## config.mk

```make
export PLATFORM = sky130hd
export DESIGN_NAME = rat_transfer_decoder
export DESIGN_NICKNAME = d
export VERILOG_FILES = /design/src/pkg/rat_pkg.sv /design/src/hw/rat_opcode_match.sv /design/src/hw/rat_transfer_decoder.sv
export SDC_FILE = /design/constraint.sdc
export NUM_CORES = 1
export LEC_CHECK = 0
export ABC_AREA = 1
export ABC_CLOCK_PERIOD_IN_PS = 3000
export BUFFER_PORTS_ARGS = -buffer_cell sky130_fd_sc_hd__buf_2
export CORE_MARGIN = 1.5
export CORE_UTILIZATION = 46
export DETAILED_ROUTE_END_ITERATION = 12
export GPL_ROUTABILITY_DRIVEN = 1
export GPL_TIMING_DRIVEN = 0
export PLACE_DENSITY = 0.83
export SLEW_MARGIN = 20
export SYNTH_ARGS = -nofsm -noshare
export SYNTH_HDL_FRONTEND = slang
export SYNTH_SLANG_ARGS = --single-unit
```

## constraint.sdc

```tcl
create_clock -name core_clk -period 3 [get_ports core_clk]
set_input_delay 0.6 -clock core_clk [delete_from_list [all_inputs] [get_ports core_clk]]
set_output_delay 0.6 -clock core_clk [all_outputs]
set_load 0.02 [all_outputs]
```

## src/pkg/rat_pkg.sv

```systemverilog
// Purpose: shared constants for the accumulator-load transfer decoder
// Assumes: 10-bit instruction words, 4-bit data path
// Notes:   opcodes are the printed instruction codes
package rat_pkg;

    // widths
    localparam int RAT_WORD_W   = 10;
    localparam int RAT_NIB_W    = 4;
    localparam int RAT_PS_W     = 8;
    localparam int RAT_SEL_W    = 3;

    // instruction codes
    localparam logic [9:0] RAT_OP_PRESCALER   = 10'h275;
    localparam logic [9:0] RAT_OP_PORT_SELECT = 10'h051;
    localparam logic [9:0] RAT_OP_INT_CTRL1   = 10'h253;
    localparam logic [9:0] RAT_OP_WAKE_CTRL0  = 10'h256;

    // field positions
    localparam int RAT_PS_HI_LSB  = 4;
    localparam int RAT_ACC_TOP    = 3;

    // reset values and the port-select fill bit
    localparam logic [3:0] RAT_NIB_RST   = 4'h0;
    localparam logic       RAT_FLAG_RST  = 1'h0;
    localparam logic       RAT_ACC_TOP_FILL = 1'h0;

    // decoded instruction kinds
    typedef enum logic [2:0] {
        RAT_NONE,
        RAT_PRESCALER,
        RAT_PORT_SELECT,
        RAT_INT_CTRL1,
        RAT_WAKE_CTRL0
    } rat_instr_type;

endpackage : rat_pkg

```

## src/hw/rat_opcode_match.sv

```systemverilog
// Purpose: compares one instruction word against a fixed opcode
// Assumes: word and valid come from logic on the core clock
// Notes:   purely combinational
`timescale 1ns/1ps
`default_nettype none
module rat_opcode_match
    import rat_pkg::*;
#(
    parameter logic [RAT_WORD_W-1:0] CODE = 10'h000
)
(
    // instruction in
    input  wire logic [RAT_WORD_W-1:0] instr_word,
    input  wire logic                  instr_valid,
    // match out
    output logic                       hit
);

    assign hit = instr_valid && (instr_word == CODE);

endmodule : rat_opcode_match
`default_nettype wire

```

## src/hw/rat_transfer_decoder.sv

```systemverilog
// Purpose: decode and execute four single-word accumulator-load transfers
// Assumes: one instruction presented per machine cycle with instr_valid
// Notes:   results appear as one-cycle load strobes one edge later
//
// Summary of operation
// - prescaler high nibble to B, low to accumulator
// - port select to acc bits 2..0, bit 3 zero
// - interrupt control one copied to accumulator
// - wakeup control zero copied to accumulator
`timescale 1ns/1ps
`default_nettype none
module rat_transfer_decoder
    import rat_pkg::*;
(
    // clock and reset
    input  wire logic                  core_clk,
    input  wire logic                  reset_n,
    // instruction stream
    input  wire logic [RAT_WORD_W-1:0] instr_word,
    input  wire logic                  instr_valid,
    // source registers
    input  wire logic [RAT_PS_W-1:0]   prescaler_count,
    input  wire logic [RAT_SEL_W-1:0]  port_select_register,
    input  wire logic [RAT_NIB_W-1:0]  interrupt_control_one,
    input  wire logic [RAT_NIB_W-1:0]  wakeup_control_zero,
    // accumulator write port
    output logic [RAT_NIB_W-1:0]       acc_data_r,
    output logic                       acc_load_r,
    // register b write port
    output logic [RAT_NIB_W-1:0]       b_data_r,
    output logic                       b_load_r,
    // flag and sequencing side effects
    output logic                       carry_write_r,
    output logic                       skip_next_r,
    // status
    output logic                       executed_r,
    output logic                       not_decoded_r,
    output var rat_instr_type          last_instr_r
);

    logic          hit_prescaler;
    logic          hit_port_select;
    logic          hit_int_ctrl1;
    logic          hit_wake_ctrl0;
    rat_instr_type instr_kind;
    logic [RAT_NIB_W-1:0] acc_nxt;
    logic [RAT_NIB_W-1:0] b_nxt;
    logic          acc_load_nxt;
    logic          b_load_nxt;

    // opcode matchers, one per supported instruction
    rat_opcode_match #(
        .CODE        (RAT_OP_PRESCALER)
    ) u_match_prescaler (
        .instr_word  (instr_word),
        .instr_valid (instr_valid),
        .hit         (hit_prescaler)
    );

    rat_opcode_match #(
        .CODE        (RAT_OP_PORT_SELECT)
    ) u_match_port_select (
        .instr_word  (instr_word),
        .instr_valid (instr_valid),
        .hit         (hit_port_select)
    );

    rat_opcode_match #(
        .CODE        (RAT_OP_INT_CTRL1)
    ) u_match_int_ctrl1 (
        .instr_word  (instr_word),
        .instr_valid (instr_valid),
        .hit         (hit_int_ctrl1)
    );

    rat_opcode_match #(
        .CODE        (RAT_OP_WAKE_CTRL0)
    ) u_match_wake_ctrl0 (
        .instr_word  (instr_word),
        .instr_valid (instr_valid),
        .hit         (hit_wake_ctrl0)
    );

    // codes are distinct, so at most one matcher fires
    always_comb
    begin
        if (hit_prescaler)
        begin
            instr_kind = RAT_PRESCALER;
        end
        else if (hit_port_select)
        begin
            instr_kind = RAT_PORT_SELECT;
        end
        else if (hit_int_ctrl1)
        begin
            instr_kind = RAT_INT_CTRL1;
        end
        else if (hit_wake_ctrl0)
        begin
            instr_kind = RAT_WAKE_CTRL0;
        end
        else
        begin
            instr_kind = RAT_NONE;
        end
    end

    // source selection; sources are only read, never written back
    always_comb
    begin
        acc_nxt      = RAT_NIB_RST;
        b_nxt        = RAT_NIB_RST;
        acc_load_nxt = 1'b0;
        b_load_nxt   = 1'b0;
        case (instr_kind)
            RAT_PRESCALER:
            begin
                b_nxt        = prescaler_count[RAT_PS_W-1:RAT_PS_HI_LSB];
                acc_nxt      = prescaler_count[RAT_PS_HI_LSB-1:0];
                b_load_nxt   = 1'b1;
                acc_load_nxt = 1'b1;
            end
            RAT_PORT_SELECT:
            begin
                acc_nxt      = {RAT_ACC_TOP_FILL, port_select_register};
                acc_load_nxt = 1'b1;
            end
            RAT_INT_CTRL1:
            begin
                acc_nxt      = interrupt_control_one;
                acc_load_nxt = 1'b1;
            end
            RAT_WAKE_CTRL0:
            begin
                acc_nxt      = wakeup_control_zero;
                acc_load_nxt = 1'b1;
            end
            RAT_NONE:
            begin
                acc_nxt      = RAT_NIB_RST;
            end
            default:
            begin
                acc_nxt      = RAT_NIB_RST;
            end
        endcase
    end

    // accumulator write port, one edge after decode
    always_ff @(posedge core_clk)
    begin
        if (!reset_n)
        begin
            acc_data_r <= RAT_NIB_RST;
            acc_load_r <= RAT_FLAG_RST;
        end
        else
        begin
            acc_load_r <= acc_load_nxt;
            if (acc_load_nxt)
            begin
                acc_data_r <= acc_nxt;
            end
        end
    end

    // register b write port
    always_ff @(posedge core_clk)
    begin
        if (!reset_n)
        begin
            b_data_r <= RAT_NIB_RST;
            b_load_r <= RAT_FLAG_RST;
        end
        else
        begin
            b_load_r <= b_load_nxt;
            if (b_load_nxt)
            begin
                b_data_r <= b_nxt;
            end
        end
    end

    // these transfers never write carry nor request a skip
    always_ff @(posedge core_clk)
    begin
        if (!reset_n)
        begin
            carry_write_r <= RAT_FLAG_RST;
            skip_next_r   <= RAT_FLAG_RST;
        end
        else
        begin
            carry_write_r <= RAT_FLAG_RST;
            skip_next_r   <= RAT_FLAG_RST;
        end
    end

    // status: completion pulse, foreign instruction pulse, last kind
    always_ff @(posedge core_clk)
    begin
        if (!reset_n)
        begin
            executed_r    <= RAT_FLAG_RST;
            not_decoded_r <= RAT_FLAG_RST;
            last_instr_r  <= RAT_NONE;
        end
        else
        begin
            executed_r    <= (instr_kind != RAT_NONE);
            not_decoded_r <= instr_valid && (instr_kind == RAT_NONE);
            if (instr_kind != RAT_NONE)
            begin
                last_instr_r <= instr_kind;
            end
        end
    end

endmodule : rat_transfer_decoder
`default_nettype wire

```

==> results of run 1 <==
cells by family after synthesis:
kind of cell / Yosys count / share of synthesized area
compound gates: 7 / 0.04505
buf+inv: 22 / 0.1235
flops: 15 / 0.3488
other cells: 1 / 0.004356
simple gates: 85 / 0.4782
area by class of cell:
cell class	count	area, sq um
Tap cell	25	31.28
Buffer	5	42.54
Multi-Input combinational cell	94	457.9
Clock buffer	3	22.52
Inverter	17	63.81
Fill cell	168	591.8
Clock inverter	1	5.005
Timing Repair Buffer	46	230.2
Sequential cell	15	300.3
metal layers:
metal	GRT usage	wire length (microns)
met5	0	0
met4	0.08571	12
met3	0.03529	104
met2	0.3611	1014
met1	0.2262	795
worst max-delay path: cells and delay by family:
family	cells	cell delay, ns
buffers and inverters	3	0.31
AND/OR/NAND/NOR	7	0.69
final timing paths:
kind / start / end / slack (ns) / cells after the start
max: instr_word[7] / acc_data_r[2] / 1.58 / 10
min: last_instr_r[0] / last_instr_r[0] / 0.48 / 2
max reg2reg: acc_data_r[1] / acc_data_r[1] / 2.35 / 4
min reg2reg: last_instr_r[0] / last_instr_r[0] / 0.48 / 2
report_power, final:
group          switching (mW)  total [mW]  leakage (nW)  internal (mW)
clock network          0.0630       0.113        0.0177         0.0495
logic                  0.0279      0.0517         0.512         0.0238
registers            0.000271       0.200         0.121          0.200
cell usage in the layout, fill, tap and decap left out, types with 2 or more instances in the layout:
cell type and instances:
buf_2 47, nand2_1 27, nor2_1 24, dfxtp_1 15
inv_1 14, nand3_1 13, nor2_2 6, nand4_1 6
o21ai_0 5, inv_2 3, clkbuf_4 3, nand2_2 2
buf_6 2, nor3_1 2, buf_4 2, conb_1 2
flip-flops by register name, summed over array words and instances, names as in the netlist:
name,flops
acc_data_r,4
acc_load_r,1
b_data_r,4
b_load_r,1
executed_r,1
last_instr_r,3
not_decoded_r,1
metrics by stage:
step	cells	utilization	hold WS, ns	setup slack (ns)
floorplan	131	-	0.5451	1.515
finish	206	0.6609	0.4785	1.584
global placement	202	0.6452	0.4557	1.310
global route	206	0.6609	0.5019	1.427
CTS	206	0.6609	0.4832	1.576
detailed placement	202	0.6452	0.4708	1.274
==> impl_metrics.tcl, run 1 <==
set metrics [dict create \
    final_layout_size_suffix_gt1_frac 0.3923 \
    dieArea_sq_mm 0.002140 \
    required_ns 3.18 \
    grt_pass1_wl_microns 3056 \
    numClockSinks 15 \
    cp_common_cell "nor2_1" \
    grt_overflow_total 0 \
    grt_max_degree 11 \
    synth_cells 130 \
    design_area_sq_mm 0.001154 \
    ys_seq_area_frac 0.3488 \
    tritoncts "yes" \
    clk_latency_ns 0.28 \
    start_util 0.4932 \
    slew_viol_final 0 \
    core-area_sq_mm 0.001745 \
    cp-end-kind "register" \
    clockBufferDepth 2 \
    cts_setup_buffers 0 \
    area_growth_pct 34.01 \
    diodes 0 \
    p_total_uw 364.4 \
    async_flop_share 0 \
    cap_violations 0 \
    cp_slowest_cell "nand4_1" \
    yosys-top-cells-count "nand2_1 (27), nor2_1 (24), dfxtp_1 (15)" \
    rows 15 \
    clkTransAtPathRegs_ns 0.09 \
    die_h_microns 46.26 \
    cts_buffers 3 \
    drc_errors 0 \
    dieWidth_microns 46.26 \
    io_pins 49 \
    ys_seq_elements 15 \
    antenna_found_initial 0 \
    final-hold-violation-count 0 \
    grt_util_all_layers 0.2000 \
    dpl_cell_area_sq_mm 0.001126 \
    holdBufCountCts 0 \
    netlist_area_sq_um 860.8 \
    drtAntennaViolNets 0 \
    crit_path_cell_trace "buf_2, inv_1, nand2_2, nor2_2, buf_6, nand3_2, nand4_1, nand2_1, nor2_1, nor2_1" \
    synth.area.top_cells "dfxtp_1 (35%), nand2_1 (12%), nor2_1 (10%), nand3_1 (7.6%), inv_1 (6.1%)" \
    yosysWarnings 0 \
    yosysTopAreaCell "dfxtp_1" \
    place.gp.congestion 0.7819 \
    arrival_ns 1.60 \
    layout_min_cycle_time_ns 1.416 \
    fin_skew_ns 0 \
    worst_setup_path_start_kind "primary input" \
    criticalPathCategory "primary input to register" \
    setup_violations 0 \
    synthDistinctLibCells 22 \
    route.vias.total 947 \
    vdd_drop_max_mv 0.1281 \
    status "finished clean" \
    post-dp-hpwl_microns 1641 \
    via_per_inst 4.597 \
    synth.avg_cell_area_sq_um 6.622 \
    nets 214 \
    rsz0062_at_grt "no" \
    initialDrtViolationCount 10 \
    cts-root-buf "clkbuf_4" \
    finalCritPeriodShare 0.4719 \
    routed_wirelength_microns 1927 \
    crit_fanout 10 \
    io_buffers 46 \
    cpPeakStageDelay_ns 0.18 \
    synth_top_area_frac 0.3488 \
    powerDensity_mw_per_mm2 315.9 \
    p_leak_nw 0.6504 \
    cts_resized 0 \
    fmax_mhz 706.4 \
    synthFlopType "dfxtp_1" \
    post-synth-top-count-cell "nand2_1" \
    synth_edf_count 0 \
    dr.pass1.iters 4 \
    hold_path.class "register to register" \
    wire_per_inst_microns 9.354 \
    grt_pass1_vias 785 \
    h-tree-depth 1 \
    finalSetupTns_ns 0 \
]
Power figures use the tool's default switching activity.
==> run 2: changes to the inputs <==
ABC_AREA = 0   (was 1)
ABC_CLOCK_PERIOD_IN_PS = 1430   (was 3000)
CORE_UTILIZATION = 41   (was 46)
PLACE_DENSITY = 0.78   (was 0.83)
clock period = 1.43 ns   (was 3 ns; I/O delays follow)
==> run 2 against run 1 <==
The flow now finishes with violations (negative setup slack). Sequential power grew 110%. Synthesized cell count is 38% lower. Flip-flop and latch count is the same. Clock skew stayed put. First-iteration DRC count is 50% lower. Worst hold slack got worse by 0.25 ns. Sequential share of layout area is 1.2 points higher. Register-to-register slack worse by 1.6 ns. Clock power increased by 110%. Via count shrank 16%. Design area fell by 4.4%. Highest routed layer unchanged.
==> impl_metrics.tcl, run 2 <==
set metrics [dict create \
    status "finished with violations" \
    violations "negative setup slack" \
    required_ns 1.64 \
    synth_fa_ha_area_frac 0 \
    routed_wirelength_microns 1955 \
    grt_pass1_wl_microns 2856 \
    synth_mux_area_frac 0 \
    core-area_sq_mm 0.001745 \
    cap_violations 0 \
    ys_seq_area_frac 0.3934 \
    grt_max_degree 11 \
    io_buffers 46 \
    post-synth-top-count-cell "dfxtp_1" \
    layout.cells.most_common "buf_2" \
    setup_violations 2 \
    criticalPathCategory "primary input to register" \
    layout_min_cycle_time_ns 1.455 \
    clockPowerShare 0.314 \
    r2r_start "last_instr_r[2]" \
    finalCritPeriodShare 1.018 \
    post-route-util 0.6315 \
    pwr-share-seq 0.545 \
    via_per_inst 5.089 \
    yosys-top-cells-count "dfxtp_1 (15), nand2_1 (12), a22oi_1 (7)" \
    synthFlopType "dfxtp_1" \
    dr.pass1.iters 4 \
    fmax_mhz 687.2 \
    switchingPower_uw 194.4 \
    drc_errors 0 \
    synth_top_family_by_area "simple AND/OR/NAND/NOR gates" \
    fin_skew_ns 0 \
    numClockSinks 15 \
    hold-worst-slack_ns 0.2249 \
    clockBufferDepth 2 \
    route.vias.total 799 \
    top_regs "acc_data_r x4, b_data_r x4, last_instr_r x3" \
    rsz0062_at_grt "yes" \
    diodes 0 \
    dpl_cell_area_sq_mm 0.001037 \
    grt_util_all_layers 0.1914 \
    area_growth_pct 44.43 \
    io_pins 49 \
    holdBufCountCts 0 \
    yosysTopAreaCell "dfxtp_1" \
    yosysWarnings 0 \
    finalSetupTns_ns -0.03139 \
    worst_setup_path_start_kind "primary input" \
    worstHoldEndpoint "not_decoded_r" \
    r2r-end "last_instr_r[2]" \
    crit_fanout 5 \
    rr_worst_depth 1 \
    hold_depth 3 \
    final_cell_mix "buf_2 (45), dfxtp_1 (15), nand2_1 (12)" \
    ys_seq_elements 15 \
    netlist_area_sq_um 763.2 \
    cts-root-buf "clkbuf_4" \
    power.internal_uw 576.2 \
    power.share.combinational 0.141 \
    drtAntennaViolNets 0 \
    synth.avg_cell_area_sq_um 9.423 \
    final_layout_size_suffix_gt1_frac 0.5152 \
    regToRegSetupSlack_ns 0.79 \
    slew_viol_final 0 \
    synth_simple_gate_area_share 0.3000 \
    synth_compound_area_frac 0.2525 \
    synthDistinctLibCells 34 \
    dp_slack_ns -0.4018 \
    vdd_drop_max_mv 0.5676 \
    final-hold-violation-count 0 \
    place.gp.congestion 0.7540 \
    design_area_sq_mm 0.001102 \
    start_util 0.4373 \
    synth_cells 81 \
    powerDensity_mw_per_mm2 699.1 \
    setup_slack_ns -0.02510 \
    grt_overflow_total 0 \
    tritoncts "yes" \
    dieWidth_microns 46.15 \
    synth_xor_xnor_area_share 0.01148 \
    rows 15 \
    arrival_ns 1.67 \
    synth_edf_count 0 \
    grt_pass1_vias 670 \
    initialDrtViolationCount 5 \
    cts_buffers 3 \
    h-tree-depth 1 \
    clk_latency_ns 0.29 \
    swShare 0.2523 \
    async_flop_share 0 \
    synth.area.top_cells "dfxtp_1 (39%), a22oi_1 (6.9%), nand2_1 (5.9%), a21boi_1 (3.9%), a31oi_1 (3.3%)" \
    synth_top_area_frac 0.3934 \
    nets 165 \
    p_leak_nw 0.5137 \
    cp-end-kind "register" \
    wire_per_inst_microns 12.45 \
    hp-start "instr_valid" \
    hold_path.class "primary input to register" \
    die_h_microns 46.15 \
    antenna_found_initial 0 \
    clkTransAtPathRegs_ns 0.09 \
    dieArea_sq_mm 0.002129 \
]
==> run 2: layout make-up <==
type	instances	area, sq um
flip-flops and latches	15	300.3
plain buffers	3	20.02
well taps	25	31.28
clock buffers	3	22.52
inverters	1	3.754
multi-input cells	62	475.5
clock inverters	1	5.005
repair buffers	47	244.0
fillers	154	643.1
==> run 2: cell families (layout without fill, tap and decap cells) <==
family,after synthesis,count (layout)
AND/OR/NAND/NOR,33,33
XOR/XNOR,1,1
buffers and inverters,5,55
other,1,2
flip-flops,15,15
AO/OA/AOI/OAI,26,26
==> run 2: power by group through the flow <==
stage,clock (mW),sequential [mW],combinational (mW)
2_1_floorplan,0,0.432,0.0383
4_1_cts,0.249,0.420,0.102
3_5_place_dp,0,0.430,0.0979
5_1_grt,0.271,0.420,0.117
3_3_place_gp,0,0.430,0.0951
6_report,0.242,0.420,0.109
==> run 2: worst max path at each step <==
stage             startpoint            end  slack [ns]  cells after the start
6_report       instr_word[8]  acc_data_r[1]       -0.03                      6
5_1_grt        instr_word[8]  acc_data_r[1]       -0.08                      6
4_1_cts        instr_word[1]  acc_data_r[1]       -0.02                      6
3_5_place_dp   instr_word[3]  acc_data_r[1]       -0.40                      5
3_3_place_gp   instr_word[3]  acc_data_r[1]       -0.39                      5
2_1_floorplan  instr_word[3]  acc_data_r[3]       -0.19                      5
==> run 2: critical path: stages <==
cell	delay, ns
buf_6	0.09
or3b_4	0.45
nor3b_4	0.24
nor4b_4	0.30
a22oi_2	0.10
a31oi_1	0.19
==> run 2: metal layers <==
layer | vias to the layer above | wire (microns) | global-route usage
met3 | 4 | 140 | 0.07451
met4 | 0 | 32 | 0.05143
met2 | 39 | 962 | 0.3139
met5 | - | 0 | 0
li1 | 398 | - | -
met1 | 358 | 819 | 0.2311
==> run 2: repair_timing <==
item	4_1_cts	5_1_grt
gates resized for setup	5	5
setup endpoints to repair	12	7
setup buffers	0	1
pin swaps	2	7
==> run 2: stage by stage <==
stage	power, mW	cells
2_1_floorplan	0.4706	82
3_3_place_gp	0.5246	153
3_5_place_dp	0.5275	153
4_1_cts	0.7714	156
5_1_grt	0.8089	157
6_report	0.7707	157
